$ cat config.mk
export PLATFORM = sky130hd
export DESIGN_NAME = emergency_ramp_and_auto_mute
export DESIGN_NICKNAME = d
export VERILOG_FILES = /design/src/silence_pkg.sv /design/src/emergency_ramp_and_auto_mute.sv /design/src/zero_run_counter.sv /design/src/skid_buffer.sv
export SDC_FILE = /design/constraint.sdc
export NUM_CORES = 1
export LEC_CHECK = 0
export BUFFER_PORTS_ARGS = -buffer_cell sky130_fd_sc_hd__buf_2
export CAP_MARGIN = 0
export CORE_MARGIN = 1.5
export CORE_UTILIZATION = 53
export CTS_CLUSTER_DIAMETER = 60
export CTS_CLUSTER_SIZE = 30
export DETAILED_ROUTE_END_ITERATION = 10
export PLACE_DENSITY_LB_ADDON = 0.12
export SYNTH_ARGS = -nofsm -noshare
export SYNTH_HDL_FRONTEND = slang
export SYNTH_SLANG_ARGS = --single-unit
$ cat constraint.sdc
create_clock -name clk_sys -period 4.4 [get_ports clk_sys]
set_input_delay 0.44 -clock clk_sys [delete_from_list [all_inputs] [get_ports clk_sys]]
set_output_delay 0.44 -clock clk_sys [all_outputs]
set_load 0.02 [all_outputs]
$ cat src/silence_pkg.sv
// shared constants for emergency ramp and auto-silence control
package silence_pkg;
  localparam logic [7:0] ADDR_NORMAL_RAMP = 8'h4e;
  localparam logic [7:0] ADDR_EMERG_RAMP = 8'h4f;
  localparam logic [7:0] ADDR_SIL_CONFIG = 8'h50;
  localparam logic [7:0] ADDR_SIL_DELAY = 8'h51;
  localparam logic [7:0] ADDR_VOLUME = 8'h4c;
  localparam logic [7:0] RST_NORMAL_RAMP = 8'h33;
  localparam logic [7:0] RST_EMERG_RAMP = 8'h30;
  localparam logic [7:0] RST_SIL_CONFIG = 8'h07;
  localparam logic [7:0] RST_SIL_DELAY = 8'h00;
  localparam logic [7:0] RST_VOLUME = 8'h30;
  localparam logic [7:0] VOL_MUTE = 8'hff;
  localparam int FALL_IV_HI = 7;
  localparam int FALL_IV_LO = 6;
  localparam int FALL_ST_HI = 5;
  localparam int FALL_ST_LO = 4;
  localparam int CFG_LEFT_EN = 0;
  localparam int CFG_RIGHT_EN = 1;
  localparam int CFG_JOINT = 2;
  localparam int LDLY_HI = 6;
  localparam int LDLY_LO = 4;
  localparam int RDLY_HI = 2;
  localparam int RDLY_LO = 0;
  localparam logic [1:0] IV_INSTANT = 2'h3;
  // reference sample rate for the delay codes
  localparam int REF_RATE_HZ = 96000;
  // delay figures in microseconds at the reference rate
  localparam int DLY_US_0 = 11500;
  localparam int DLY_US_1 = 53000;
  localparam int DLY_US_2 = 106500;
  localparam int DLY_US_3 = 320000;
  localparam int DLY_US_4 = 535000;
  localparam int DLY_US_5 = 1065000;
  localparam int DLY_US_6 = 2665000;
  localparam int DLY_US_7 = 5330000;
  localparam int CNT_W = 20;
  localparam logic [CNT_W-1:0] ZCNT_0 = CNT_W'(DLY_US_0 * 96 / 1000);
  localparam logic [CNT_W-1:0] ZCNT_1 = CNT_W'(DLY_US_1 * 96 / 1000);
  localparam logic [CNT_W-1:0] ZCNT_2 = CNT_W'(DLY_US_2 * 96 / 1000);
  localparam logic [CNT_W-1:0] ZCNT_3 = CNT_W'(DLY_US_3 * 96 / 1000);
  localparam logic [CNT_W-1:0] ZCNT_4 = CNT_W'(DLY_US_4 * 96 / 1000);
  localparam logic [CNT_W-1:0] ZCNT_5 = CNT_W'(DLY_US_5 * 96 / 1000);
  localparam logic [CNT_W-1:0] ZCNT_6 = CNT_W'(DLY_US_6 * 96 / 1000);
  localparam logic [CNT_W-1:0] ZCNT_7 = CNT_W'(64'(DLY_US_7) * 96 / 1000);
  localparam int SAMPLE_W = 24;
  typedef enum logic [2:0] {
    ST_IDLE = 3'b001,
    ST_FALL = 3'b010,
    ST_HOLD = 3'b100
  } fall_state_t;
endpackage

$ cat src/emergency_ramp_and_auto_mute.sv
// volume fall control and per-channel auto-silence for a stereo path
`timescale 1ns/1ps
module emergency_ramp_and_auto_mute (
  input wire logic clk_sys,
  input wire logic srst,
  input wire logic [7:0] reg_addr,
  input wire logic [7:0] reg_wdata,
  input wire logic reg_wr,
  input wire logic reg_rd,
  output logic [7:0] reg_rdata,
  input wire logic clock_fault,
  input wire logic power_fault,
  input wire logic soft_mute_req,
  input wire logic in_valid,
  output logic in_ready,
  input wire logic [silence_pkg::SAMPLE_W-1:0] in_left,
  input wire logic [silence_pkg::SAMPLE_W-1:0] in_right,
  output logic out_valid,
  input wire logic out_ready,
  output logic [silence_pkg::SAMPLE_W-1:0] out_left,
  output logic [silence_pkg::SAMPLE_W-1:0] out_right,
  output logic [7:0] volume,
  output logic left_silenced,
  output logic right_silenced
);
  import silence_pkg::*;

  // ---------------------------------------------------------------
  // register file
  // ---------------------------------------------------------------
  logic [7:0] normal_ramp_q, normal_ramp_d;
  logic [7:0] emerg_ramp_q, emerg_ramp_d;
  logic [7:0] sil_config_q, sil_config_d;
  logic [7:0] sil_delay_q, sil_delay_d;
  logic [7:0] vol_set_q, vol_set_d;
  logic [7:0] rdata_q, rdata_d;
  logic [7:0] vol_q;

  always_comb begin
    normal_ramp_d = normal_ramp_q;
    emerg_ramp_d = emerg_ramp_q;
    sil_config_d = sil_config_q;
    sil_delay_d = sil_delay_q;
    vol_set_d = vol_set_q;
    rdata_d = 8'h00;
    if (reg_wr) begin
      case (reg_addr)
        ADDR_NORMAL_RAMP: normal_ramp_d = reg_wdata;
        ADDR_EMERG_RAMP: emerg_ramp_d = reg_wdata;
        ADDR_SIL_CONFIG: sil_config_d = reg_wdata;
        ADDR_SIL_DELAY: sil_delay_d = reg_wdata;
        ADDR_VOLUME: vol_set_d = reg_wdata;
        default: ;
      endcase
    end
    if (reg_rd) begin
      case (reg_addr)
        ADDR_NORMAL_RAMP: rdata_d = normal_ramp_q;
        ADDR_EMERG_RAMP: rdata_d = emerg_ramp_q;
        ADDR_SIL_CONFIG: rdata_d = sil_config_q;
        ADDR_SIL_DELAY: rdata_d = sil_delay_q;
        // reads back the live volume, not the setting
        ADDR_VOLUME: rdata_d = vol_q;
        default: rdata_d = 8'h00;
      endcase
    end
  end

  always_ff @(posedge clk_sys) begin
    if (srst) begin
      normal_ramp_q <= RST_NORMAL_RAMP;
      emerg_ramp_q <= RST_EMERG_RAMP;
      sil_config_q <= RST_SIL_CONFIG;
      sil_delay_q <= RST_SIL_DELAY;
      vol_set_q <= RST_VOLUME;
      rdata_q <= 8'h00;
    end else begin
      normal_ramp_q <= normal_ramp_d;
      emerg_ramp_q <= emerg_ramp_d;
      sil_config_q <= sil_config_d;
      sil_delay_q <= sil_delay_d;
      vol_set_q <= vol_set_d;
      rdata_q <= rdata_d;
    end
  end

  assign reg_rdata = rdata_q;

  // ---------------------------------------------------------------
  // sample path
  // ---------------------------------------------------------------
  logic buf_valid;
  logic buf_ready;
  logic [2*SAMPLE_W-1:0] buf_data;
  logic sample_take;

  skid_buffer #(
    .W(2 * SAMPLE_W)
  ) u_buf (
    .clk_sys(clk_sys),
    .srst(srst),
    .in_valid(in_valid),
    .in_ready(in_ready),
    .in_data({in_left, in_right}),
    .out_valid(buf_valid),
    .out_ready(buf_ready),
    .out_data(buf_data)
  );

  // one sample period per pair leaving the buffer
  logic [SAMPLE_W-1:0] left_q, left_d, right_q, right_d;
  logic ovalid_q, ovalid_d;

  assign buf_ready = !ovalid_q || out_ready;
  assign sample_take = buf_valid && buf_ready;

  // ---------------------------------------------------------------
  // auto-silence
  // ---------------------------------------------------------------
  logic left_reached, right_reached;
  logic left_ok, right_ok;
  logic left_sil, right_sil;

  zero_run_counter u_left (
    .clk_sys(clk_sys),
    .srst(srst),
    .sample_take(sample_take),
    .sample(buf_data[2*SAMPLE_W-1:SAMPLE_W]),
    .delay_code(sil_delay_q[LDLY_HI:LDLY_LO]),
    .reached(left_reached)
  );

  zero_run_counter u_right (
    .clk_sys(clk_sys),
    .srst(srst),
    .sample_take(sample_take),
    .sample(buf_data[SAMPLE_W-1:0]),
    .delay_code(sil_delay_q[RDLY_HI:RDLY_LO]),
    .reached(right_reached)
  );

  assign left_ok = left_reached && sil_config_q[CFG_LEFT_EN];
  assign right_ok = right_reached && sil_config_q[CFG_RIGHT_EN];

  // joint mode waits for both; a disabled channel therefore blocks both
  always_comb begin
    if (sil_config_q[CFG_JOINT]) begin
      left_sil = left_ok && right_ok;
      right_sil = left_ok && right_ok;
    end else begin
      left_sil = left_ok;
      right_sil = right_ok;
    end
  end

  assign left_silenced = left_sil;
  assign right_silenced = right_sil;

  always_comb begin
    ovalid_d = ovalid_q;
    left_d = left_q;
    right_d = right_q;
    if (sample_take) begin
      ovalid_d = 1'b1;
      left_d = left_sil ? '0 : buf_data[2*SAMPLE_W-1:SAMPLE_W];
      right_d = right_sil ? '0 : buf_data[SAMPLE_W-1:0];
    end else if (out_ready) begin
      ovalid_d = 1'b0;
    end
  end

  always_ff @(posedge clk_sys) begin
    if (srst) begin
      ovalid_q <= 1'b0;
      left_q <= '0;
      right_q <= '0;
    end else begin
      ovalid_q <= ovalid_d;
      left_q <= left_d;
      right_q <= right_d;
    end
  end

  assign out_valid = ovalid_q;
  assign out_left = left_q;
  assign out_right = right_q;

  // ---------------------------------------------------------------
  // volume fall sequencer
  // ---------------------------------------------------------------
  fall_state_t st_q, st_d;
  logic [7:0] vol_d;
  logic [1:0] per_q, per_d;
  logic emerg_q, emerg_d;
  logic fault;
  logic [1:0] iv_code, st_code;
  logic [1:0] per_lim;
  logic [3:0] step;
  logic [8:0] vol_sum;

  assign fault = clock_fault || power_fault;
  // a fault, once latched in emerg_q, picks emergency fields until the hold is left or the next fall starts; otherwise the normal ones
  assign iv_code = emerg_q ? emerg_ramp_q[FALL_IV_HI:FALL_IV_LO]
                           : normal_ramp_q[FALL_IV_HI:FALL_IV_LO];
  assign st_code = emerg_q ? emerg_ramp_q[FALL_ST_HI:FALL_ST_LO]
                           : normal_ramp_q[FALL_ST_HI:FALL_ST_LO];

  always_comb begin
    case (iv_code)
      2'h0: per_lim = 2'h0;
      2'h1: per_lim = 2'h1;
      default: per_lim = 2'h3;
    endcase
    // volume code is 0.5 dB per count
    case (st_code)
      2'h0: step = 4'h8;
      2'h1: step = 4'h4;
      2'h2: step = 4'h2;
      default: step = 4'h1;
    endcase
  end

  assign vol_sum = {1'b0, vol_q} + {5'h00, step};

  always_comb begin
    st_d = st_q;
    vol_d = vol_q;
    per_d = per_q;
    emerg_d = emerg_q;
    case (st_q)
      ST_IDLE: begin
        vol_d = vol_set_q;
        per_d = 2'h0;
        if (fault || soft_mute_req) begin
          st_d = ST_FALL;
          emerg_d = fault;
        end
      end
      ST_FALL: begin
        // a fault during a soft fall switches to emergency pacing
        if (fault) begin
          emerg_d = 1'b1;
        end
        if (!fault && !soft_mute_req) begin
          st_d = ST_IDLE;
        end else if (iv_code == IV_INSTANT) begin
          vol_d = VOL_MUTE;
          st_d = ST_HOLD;
        end else if (sample_take) begin
          if (per_q == per_lim) begin
            per_d = 2'h0;
            if (vol_sum >= {1'b0, VOL_MUTE}) begin
              vol_d = VOL_MUTE;
              st_d = ST_HOLD;
            end else begin
              vol_d = vol_sum[7:0];
            end
          end else begin
            per_d = per_q + 2'h1;
          end
        end
      end
      ST_HOLD: begin
        vol_d = VOL_MUTE;
        if (!fault && !soft_mute_req) begin
          st_d = ST_IDLE;
          emerg_d = 1'b0;
        end
      end
      default: begin
        st_d = ST_IDLE;
      end
    endcase
  end

  always_ff @(posedge clk_sys) begin
    if (srst) begin
      st_q <= ST_IDLE;
      vol_q <= RST_VOLUME;
      per_q <= 2'h0;
      emerg_q <= 1'b0;
    end else begin
      st_q <= st_d;
      vol_q <= vol_d;
      per_q <= per_d;
      emerg_q <= emerg_d;
    end
  end

  assign volume = vol_q;
endmodule

$ cat src/zero_run_counter.sv
// per-channel run-of-zero-samples counter
`timescale 1ns/1ps
module zero_run_counter (
  input wire logic clk_sys,
  input wire logic srst,
  input wire logic sample_take,
  input wire logic [silence_pkg::SAMPLE_W-1:0] sample,
  input wire logic [2:0] delay_code,
  output logic reached
);
  import silence_pkg::*;

  logic [CNT_W-1:0] cnt_q, cnt_d, limit;
  logic reached_q, reached_d;

  always_comb begin
    case (delay_code)
      3'h0: limit = ZCNT_0;
      3'h1: limit = ZCNT_1;
      3'h2: limit = ZCNT_2;
      3'h3: limit = ZCNT_3; // code 3, decoded like the others to the DLY_US_3 count
      3'h4: limit = ZCNT_4;
      3'h5: limit = ZCNT_5;
      3'h6: limit = ZCNT_6;
      default: limit = ZCNT_7;
    endcase
  end

  always_comb begin
    cnt_d = cnt_q;
    if (sample_take) begin
      if (sample != '0) begin
        cnt_d = '0;
      end else if (cnt_q < limit) begin
        cnt_d = cnt_q + CNT_W'(1);
      end
    end
    // shrinking the delay code takes effect at once
    reached_d = (cnt_d >= limit);
  end

  always_ff @(posedge clk_sys) begin
    if (srst) begin
      cnt_q <= '0;
      reached_q <= 1'b0;
    end else begin
      cnt_q <= cnt_d;
      reached_q <= reached_d;
    end
  end

  assign reached = reached_q;
endmodule

$ cat src/skid_buffer.sv
// two-entry valid/ready buffer for stereo sample pairs
`timescale 1ns/1ps
module skid_buffer #(
  parameter int W = 48
) (
  input wire logic clk_sys,
  input wire logic srst,
  input wire logic in_valid,
  output logic in_ready,
  input wire logic [W-1:0] in_data,
  output logic out_valid,
  input wire logic out_ready,
  output logic [W-1:0] out_data
);
  logic [W-1:0] mem_q [2];
  logic [W-1:0] mem_d [2];
  logic rd_q, rd_d, wr_q, wr_d;
  logic [1:0] cnt_q, cnt_d;
  logic push, pop;

  assign in_ready = (cnt_q != 2'h2);
  assign out_valid = (cnt_q != 2'h0);
  assign out_data = mem_q[rd_q];
  assign push = in_valid && in_ready;
  assign pop = out_valid && out_ready;

  always_comb begin
    mem_d = mem_q;
    rd_d = rd_q;
    wr_d = wr_q;
    cnt_d = cnt_q;
    if (push) begin
      mem_d[wr_q] = in_data;
      wr_d = ~wr_q;
    end
    if (pop) begin
      rd_d = ~rd_q;
    end
    if (push && !pop) begin
      cnt_d = cnt_q + 2'h1;
    end else if (pop && !push) begin
      cnt_d = cnt_q - 2'h1;
    end
  end

  always_ff @(posedge clk_sys) begin
    if (srst) begin
      mem_q[0] <= '0;
      mem_q[1] <= '0;
      rd_q <= 1'b0;
      wr_q <= 1'b0;
      cnt_q <= 2'h0;
    end else begin
      mem_q <= mem_d;
      rd_q <= rd_d;
      wr_q <= wr_d;
      cnt_q <= cnt_d;
    end
  end
endmodule

=== Word level (Yosys, flattened, before mapping) ===
Cells that the tools add are included.

* Bits of input ports: 73
* Memories kept: 0
* Flip-flop bits (word level): 253
* Latch bits: 0
* Word-level logic and storage cells: 166
* Memory bits (read-only): 0
* Output and inout bits: 68
* RAM bits: 0

* $mul: 0
* Order comparisons: 8
* Reductions and logical operators: 38
* Add/subtract/negate cells: 6
* Equal/unequal tests: 37
* Multiplexer cells: 50
* Bitwise gates (word level): 5
* Shift-type cells: 0
* Div/mod/pow operators: 0

{| class="wikitable"
|+ Operators by type and width
! kind !! count
|-
| 19-bit one-hot mux with 7 select lines || 2
|-
| 48-bit 2-to-1 mux || 4
|-
| 20-bit 2-to-1 mux || 6
|-
| 96-bit bitwise mux || 1
|-
| 48-bit demux with 1-bit select || 1
|-
| 24-bit 2-to-1 mux || 2
|-
| 24-bit nonzero test || 2
|-
| 20-bit by 1-bit adder with 20-bit output, second input constant || 2
|-
| 8-bit by 7-bit equality test with 1-bit output, second input constant || 5
|-
| 20-bit by 19-bit >= comparator with 1-bit output || 2
|-
| 20-bit by 19-bit less-than comparator with 1-bit output || 2
|-
| 8-bit 2-to-1 mux || 5
|-
| 8-bit one-hot mux with 5 select lines || 1
|-
| 8-bit one-hot mux with 3 select lines || 1
|-
| 3-bit equality test, second input constant || 7
|-
| 3-bit 2-to-1 mux || 7
|-
| 2-bit 2-to-1 mux || 8
|-
| 3-bit by 2-bit equality test with 1-bit output, second input constant || 5
|-
| 2-bit inequality test, second input constant || 6
|-
| 4-bit one-hot mux with 3 select lines || 1
|-
| 4-bit AND reduction || 3
|-
| 2-bit AND reduction || 5
|-
| 8-bit by 4-bit adder with 9-bit output || 1
|-
| 3-bit by 1-bit equality test with 1-bit output, second input constant || 3
|-
| 28 further kinds || 62
|}

=== Logic depth before layout (Yosys ltp) ===
* Depth in word-level cells: 11
* Depth in mapped cells: 25
* Gate-level depth less buffers: 24

=== Hierarchy ===
From an unflattened synthesis, not the netlist that was laid out.

* Cell total of the unflattened synthesis: 1585
* Area, all modules: 13499.2 sq um

{| class="wikitable"
|+ By module, submodules not included
! module !! sequential area each (sq um) !! area each (sq um) !! cells an instance !! times used
|-
| emergency_ramp_and_auto_mute || 2222.1 || 4977.3 || 609 || 1
|-
| skid_buffer || 2001.9 || 4745.8 || 499 || 1
|-
| zero_run_counter (u_left) || 420.4 || 1900.6 || 238 || 1
|-
| zero_run_counter (u_right) || 420.4 || 1875.5 || 239 || 1
|}

=== Worst setup path before layout ===
Ideal clock, no wire load.

* Kind: register to register
* Start point: register sil_delay_q[0]
* End point: register u_right.reached_q (netlist: u_right.reached)
* Clock period less this slack: 4.904 ns
* Arrival time: 4.775 ns
* Path slack: -0.504 ns
* Buffers on the path: 1
* Setup time: 0.130 ns
* Stages on the path, launching flop included: 26
* Path through: dfxtp_1 > inv_1 > ha_1 > or2_1 > buf_2 > nor3_1 > a21oi_1 > nor2b_1 > ha_1 > a21oi_1 > a31oi_1 > a311oi_1 > o22ai_2 > nor2_1 > nand3_1 > nor2_1 > xnor2_1 > nor2_1 > ha_1 > a21o_1 > a21o_1 > a21oi_1 > o21ai_0 > o21bai_1 > a2111oi_0 > a21oi_1

* Cells in the longest elaborated chain, start to end: 7

{| class="wikitable"
|+ RTL lines
! item !! RTL line !! source
|-
| from (decl) || emergency_ramp_and_auto_mute.sv:34 || <nowiki>logic [7:0] sil_delay_q, sil_delay_d;</nowiki>
|-
| from (signal assigned) || emergency_ramp_and_auto_mute.sv:81 || <nowiki>sil_delay_q <= sil_delay_d;</nowiki>
|-
| 3-bit equality test (tied with other cells) || zero_run_counter.sv:17 || <nowiki>case (delay_code)</nowiki>
|-
| 19-bit one-hot mux with 7 select lines * || zero_run_counter.sv:17 ||
|-
| 20-bit by 19-bit less-than comparator with 1-bit output * || zero_run_counter.sv:34 || <nowiki>end else if (cnt_q < limit) begin</nowiki>
|-
| 20-bit 2-to-1 mux * || zero_run_counter.sv:34 ||
|-
| 20-bit 2-to-1 mux * || zero_run_counter.sv:32 || <nowiki>if (sample != '0) begin</nowiki>
|-
| 20-bit 2-to-1 mux * || zero_run_counter.sv:31 || <nowiki>if (sample_take) begin</nowiki>
|-
| net u_right.cnt_d[12] || zero_run_counter.sv:13 || <nowiki>logic [CNT_W-1:0] cnt_q, cnt_d, limit;</nowiki>
|-
| 20-bit by 19-bit >= comparator with 1-bit output * || zero_run_counter.sv:39 || <nowiki>reached_d = (cnt_d >= limit);</nowiki>
|-
| to (signal assigned) || zero_run_counter.sv:48 || <nowiki>reached_q <= reached_d;</nowiki>
|-
| to (decl) || zero_run_counter.sv:14 || <nowiki>logic reached_q, reached_d;</nowiki>
|}

The timed path passes the listed nets; every way through them passes the cells marked *.
A chain may end at the register's enable or synchronous reset.

=== Final worst setup path ===
* Start point: register sil_delay_q[4]
* End point: register u_left.reached_q (netlist: u_left.reached)

* Cells in the longest elaborated chain, start to end: 7

{| class="wikitable"
|+ RTL lines
! item !! RTL line
|-
| 3-bit equality test (tied with other cells) || zero_run_counter.sv:17
|-
| 19-bit one-hot mux with 7 select lines * || zero_run_counter.sv:17
|-
| 20-bit by 19-bit less-than comparator with 1-bit output * || zero_run_counter.sv:34
|-
| 20-bit 2-to-1 mux * || zero_run_counter.sv:34
|-
| 20-bit 2-to-1 mux * || zero_run_counter.sv:32
|-
| 20-bit 2-to-1 mux * || zero_run_counter.sv:31
|-
| net u_left.cnt_d[8] || zero_run_counter.sv:13
|-
| 20-bit by 19-bit >= comparator with 1-bit output * || zero_run_counter.sv:39
|-
| to (signal assigned) || zero_run_counter.sv:48
|-
| to (decl) || zero_run_counter.sv:14
|}

Marked as above.

==> run summary <==
Tracing the worst setup path back leads to its startpoint at sil_delay_q[4]$_SDFFE_PP0P_. After the first detailed-routing iteration, the DRC count stood at 936. The finished cells cover 16100 um^2.

The worst hold path begins at in_right[19]. Compared with the post-synthesis result, the final layout area differs by 25.5%. Clock latency on the worst-skew pair: 560 ps. TritonCTS built the clock tree. Setup violations remaining at the end of the flow were counted as 2.

The endpoint of the most critical register-to-register path was u_left.reached$_SDFF_PP0_. The count of state elements after synthesis was 253; the overall routing resource usage was 27.4%. The total power divided by cell area was 416 nW/um^2. In this run the count of I/O pins placed on the die edge is 141.

The tree built by TritonCTS fans out to 253 sinks. For the H-tree level count, the log shows 1. In this run the core area contains 56 standard-cell rows. In this run the worst setup path terminates at u_left.reached$_SDFF_PP0_. The synthesized area per cell works out to 7.89 um^2.

Yosys mapped a number of flops with a built-in enable equal to 0. The tools report the number of global-route vias before repair as 11100. Critical path capture point type: a register. The total count of hold-check failures in the final report was 0.

The number of buffers added on ports is 140. Sequential elements use 39.5% of the synthesized area. For the number of instances in the synthesized netlist, the log shows 1624.

The logs give 0.00669 W for the total design power and -120 ps for the setup slack after layout. For the initial antenna violation count, the log shows 1. Yosys mapped the design onto 74 distinct sky130hd cell types. The vias per cell is 5.67. The initial cell density of the core came out at 54.2%. On the final layout, the worst clock skew is 38.3 ps.

Once layout is complete, the utilization of the core stands at 68.1%. The maximum clock insertion buffer count was 3. Setup total negative slack on the finished layout was measured at -190 ps. The worst register-to-register path begins at sil_delay_q[4]$_SDFFE_PP0P_.

The run gives 90 as the largest net degree at the start of global routing. Of the cells placed in the final design, the portion with a size suffix greater than 1 is 23.7%. The worst path needs 4520 ps of the cycle, external delays included. Dominant cell type by area after synthesis: dfxtp_1. The final max-slew violation count came out at 0.

Setup repair after global routing could not meet its margin everywhere. The main flop type after synthesis is dfxtp_1. At the end of routability-driven placement, the weighted congestion stood at 0.875.

The first global-routing pass estimated 55800 um of wire. For this run, asynchronously set or reset flops after synthesis account for 0%. The tightest min-delay check is of the in2reg type. The type of the worst setup path is reg2reg. Dividing the detail-routed wire length by the instance count gives 16.7 um. For this block, the via count after detailed routing is 12300.

The logs give 6.57 nW for the standby leakage power and 14400 um^2 for the post-place instance area. The buffer cell driving the clock tree root is clkbuf_16. For the worst setup path, the data arrival time is 4940 ps. Setup slack on the worst reg-to-reg path comes out at -120 ps. For the pin with the worst max-slew slack, the measured transition is 1150 ps. The checks that failed: negative setup slack. The mapped netlist covers 12800 um^2.

Number of cells on the worst reg-to-reg path: 22. For the die outline area, the log shows 25100 um^2. In this run the standard cell core region covers 23600 um^2. The pre-antenna-repair detailed-routing pass consisted of 7 iterations. Based on the critical path, the design can be clocked at up to 221 MHz. The final critical path takes up 103% of the cycle. After clock tree synthesis, the clock-pin slew on the worst setup and hold paths is 90 ps. Synthesis produced a netlist with a net count of 1767.

Sorting the synthesized cells by area gives the leading types as dfxtp_1 (40%), nand2_1 (9.0%), a21oi_1 (8.6%). The run gives 36000 um as the sum of routed wire length over all layers. Summed over its instances, the top area cell type makes up 39.5% of the synthesized netlist area. The library cell used most frequently in the layout, excluding fill and tap cells, is nand2_1.

Measured along the y axis, the die boundary spans 158 um. The flow ran to the end, but the final reports show violations. The wire-length estimate of the detail-placed layout is 24400 um. Measured against its own limit, the worst slew margin works out to 22.1%. The number of remaining DRC errors is 0. VDD sags by at most 0.000325 V. For the overflow left after global routing, the log shows 0.

The kind of start point of the critical path was a register. The number of warnings printed during yosys synthesis was 0; the floorplan die width was 158 um. Leaving out fill and tap cells, the most frequent cells in the layout are nand2_1 (304), dfxtp_1 (248), a21oi_1 (206). For the number of buffers created by CTS, the log shows 23. Buffers inserted to repair hold after CTS numbered 0. For the worst setup path, the data required time is 4820 ps. Along the worst path, the maximum fanout reaches 5. At the end of the flow, the number of nets in the layout was 1966. The final antenna-violating net count came out at 0. For the number of max-cap violations, the log shows 0.
worst max-delay path: stages (launching register included):
cell	delay [ps]
dfxtp_4	380
ha_4	160
nor2b_4	130
nor4_4	270
buf_6	170
a21oi_4	50
ha_4	270
nand3_2	80
buf_4	140
or4_4	540
nor2_4	200
nor2_4	60
and3_4	170
nand4_1	110
xor2_1	230
nor2_1	70
ha_1	310
and2_4	140
a221o_1	290
a21o_1	190
a211oi_2	170
a21oi_1	80
a211o_1	220
cell usage after synthesis (3+ instances only):
master / number
nand2_1: 306
dfxtp_1: 253
a21oi_1: 219
nor2_1: 158
nor3_1: 84
clkbuf_1: 80
ha_1: 69
mux2i_1: 63
nand3_1: 59
inv_1: 26
o21ai_0: 24
xor2_1: 23
xnor2_1: 21
or4_1: 18
and3_1: 15
nand4_1: 15
a21o_1: 14
nor2b_1: 13
buf_1: 12
o22ai_1: 12
nor4_1: 10
mux2_2: 9
nand2b_1: 9
a222oi_1: 8
o221ai_1: 7
or2_2: 7
a211oi_1: 6
a31oi_1: 6
and2_1: 4
and4_1: 4
buf_2: 4
o21a_1: 4
o21bai_1: 4
o31ai_1: 4
a2111oi_0: 3
nand3b_1: 3
power by group:
| group | switching [W] | leakage (nW) | internal, W |
|---|---|---|---|
| registers | 0.000169 | 2.06 | 0.00247 |
| logic | 0.00116 | 4.09 | 0.000601 |
| clock network | 0.00108 | 0.419 | 0.00122 |
routing by layer:
metal / vias up / share of wire [%] / GRT usage, %
met5: - / 0 / 0
met4: 0 / 2.5 / 7.25
met3: 65 / 5.1 / 3.48
met2: 370 / 46 / 45.4
met1: 5741 / 46 / 37.7
li1: 6076 / - / -
state kept, by name, indices dropped and copies added, names as in the netlist, 2 cells and up:
signal and count:
u_buf.mem_q 96, out_left 24, out_right 24, u_left.cnt_q 20
u_right.cnt_q 20, emerg_ramp_q 8, normal_ramp_q 8, reg_rdata 8
sil_config_q 8, sil_delay_q 8, vol_set_q 8, volume 8
st_q 3, per_q 2, u_buf.cnt_q 2
what timing repair did:
item,CTS,global route
endpoints found under the setup margin,2,2
gates resized for setup,28,70
buffers inserted,24,17
pin swaps,28,54
metrics by stage:
step	setup slack, ps	hold WS [ps]	std cells
CTS	-65.5	101	2142
floorplan	7.01	432	1624
global route	-308	105	2159
finish	-120	117	2160
global placement	-143	439	2076
detailed placement	-257	445	2076
worst min-delay path by stage:
stage / cells past startpoint / slack, ps / to
floorplan: 2 / 430 / reg_rdata[1]$_SDFF_PP0_
global placement: 2 / 440 / sil_config_q[4]$_SDFFE_PP0P_
detailed placement: 2 / 450 / sil_config_q[7]$_SDFFE_PP0P_
CTS: 3 / 100 / u_buf.mem_q[78]$_SDFFE_PP0P_
global route: 3 / 110 / u_buf.mem_q[68]$_SDFFE_PP0P_
finish: 3 / 120 / u_buf.mem_q[19]$_SDFFE_PP0P_
final cells by class:
class | count | area, um^2
flip-flops and latches | 253 | 5080
clock inverters | 16 | 262
diodes | 1 | 2.50
clock buffers | 26 | 618
fillers | 1987 | 7530
well taps | 319 | 399
repair buffers | 271 | 1710
multi-input cells | 1246 | 7890
inverters | 28 | 114
logic make-up after synthesis:
group           after synthesis  share of synthesized area [%]
flops                       253                           39.5
fa+ha+maj                    70                           6.90
simple gates                719                           25.2
compound gates              341                           15.9
buf+inv                     125                           3.76
mux                          72                           5.71
xor+xnor                     44                           3.01
(Power assumes the default switching activity.)
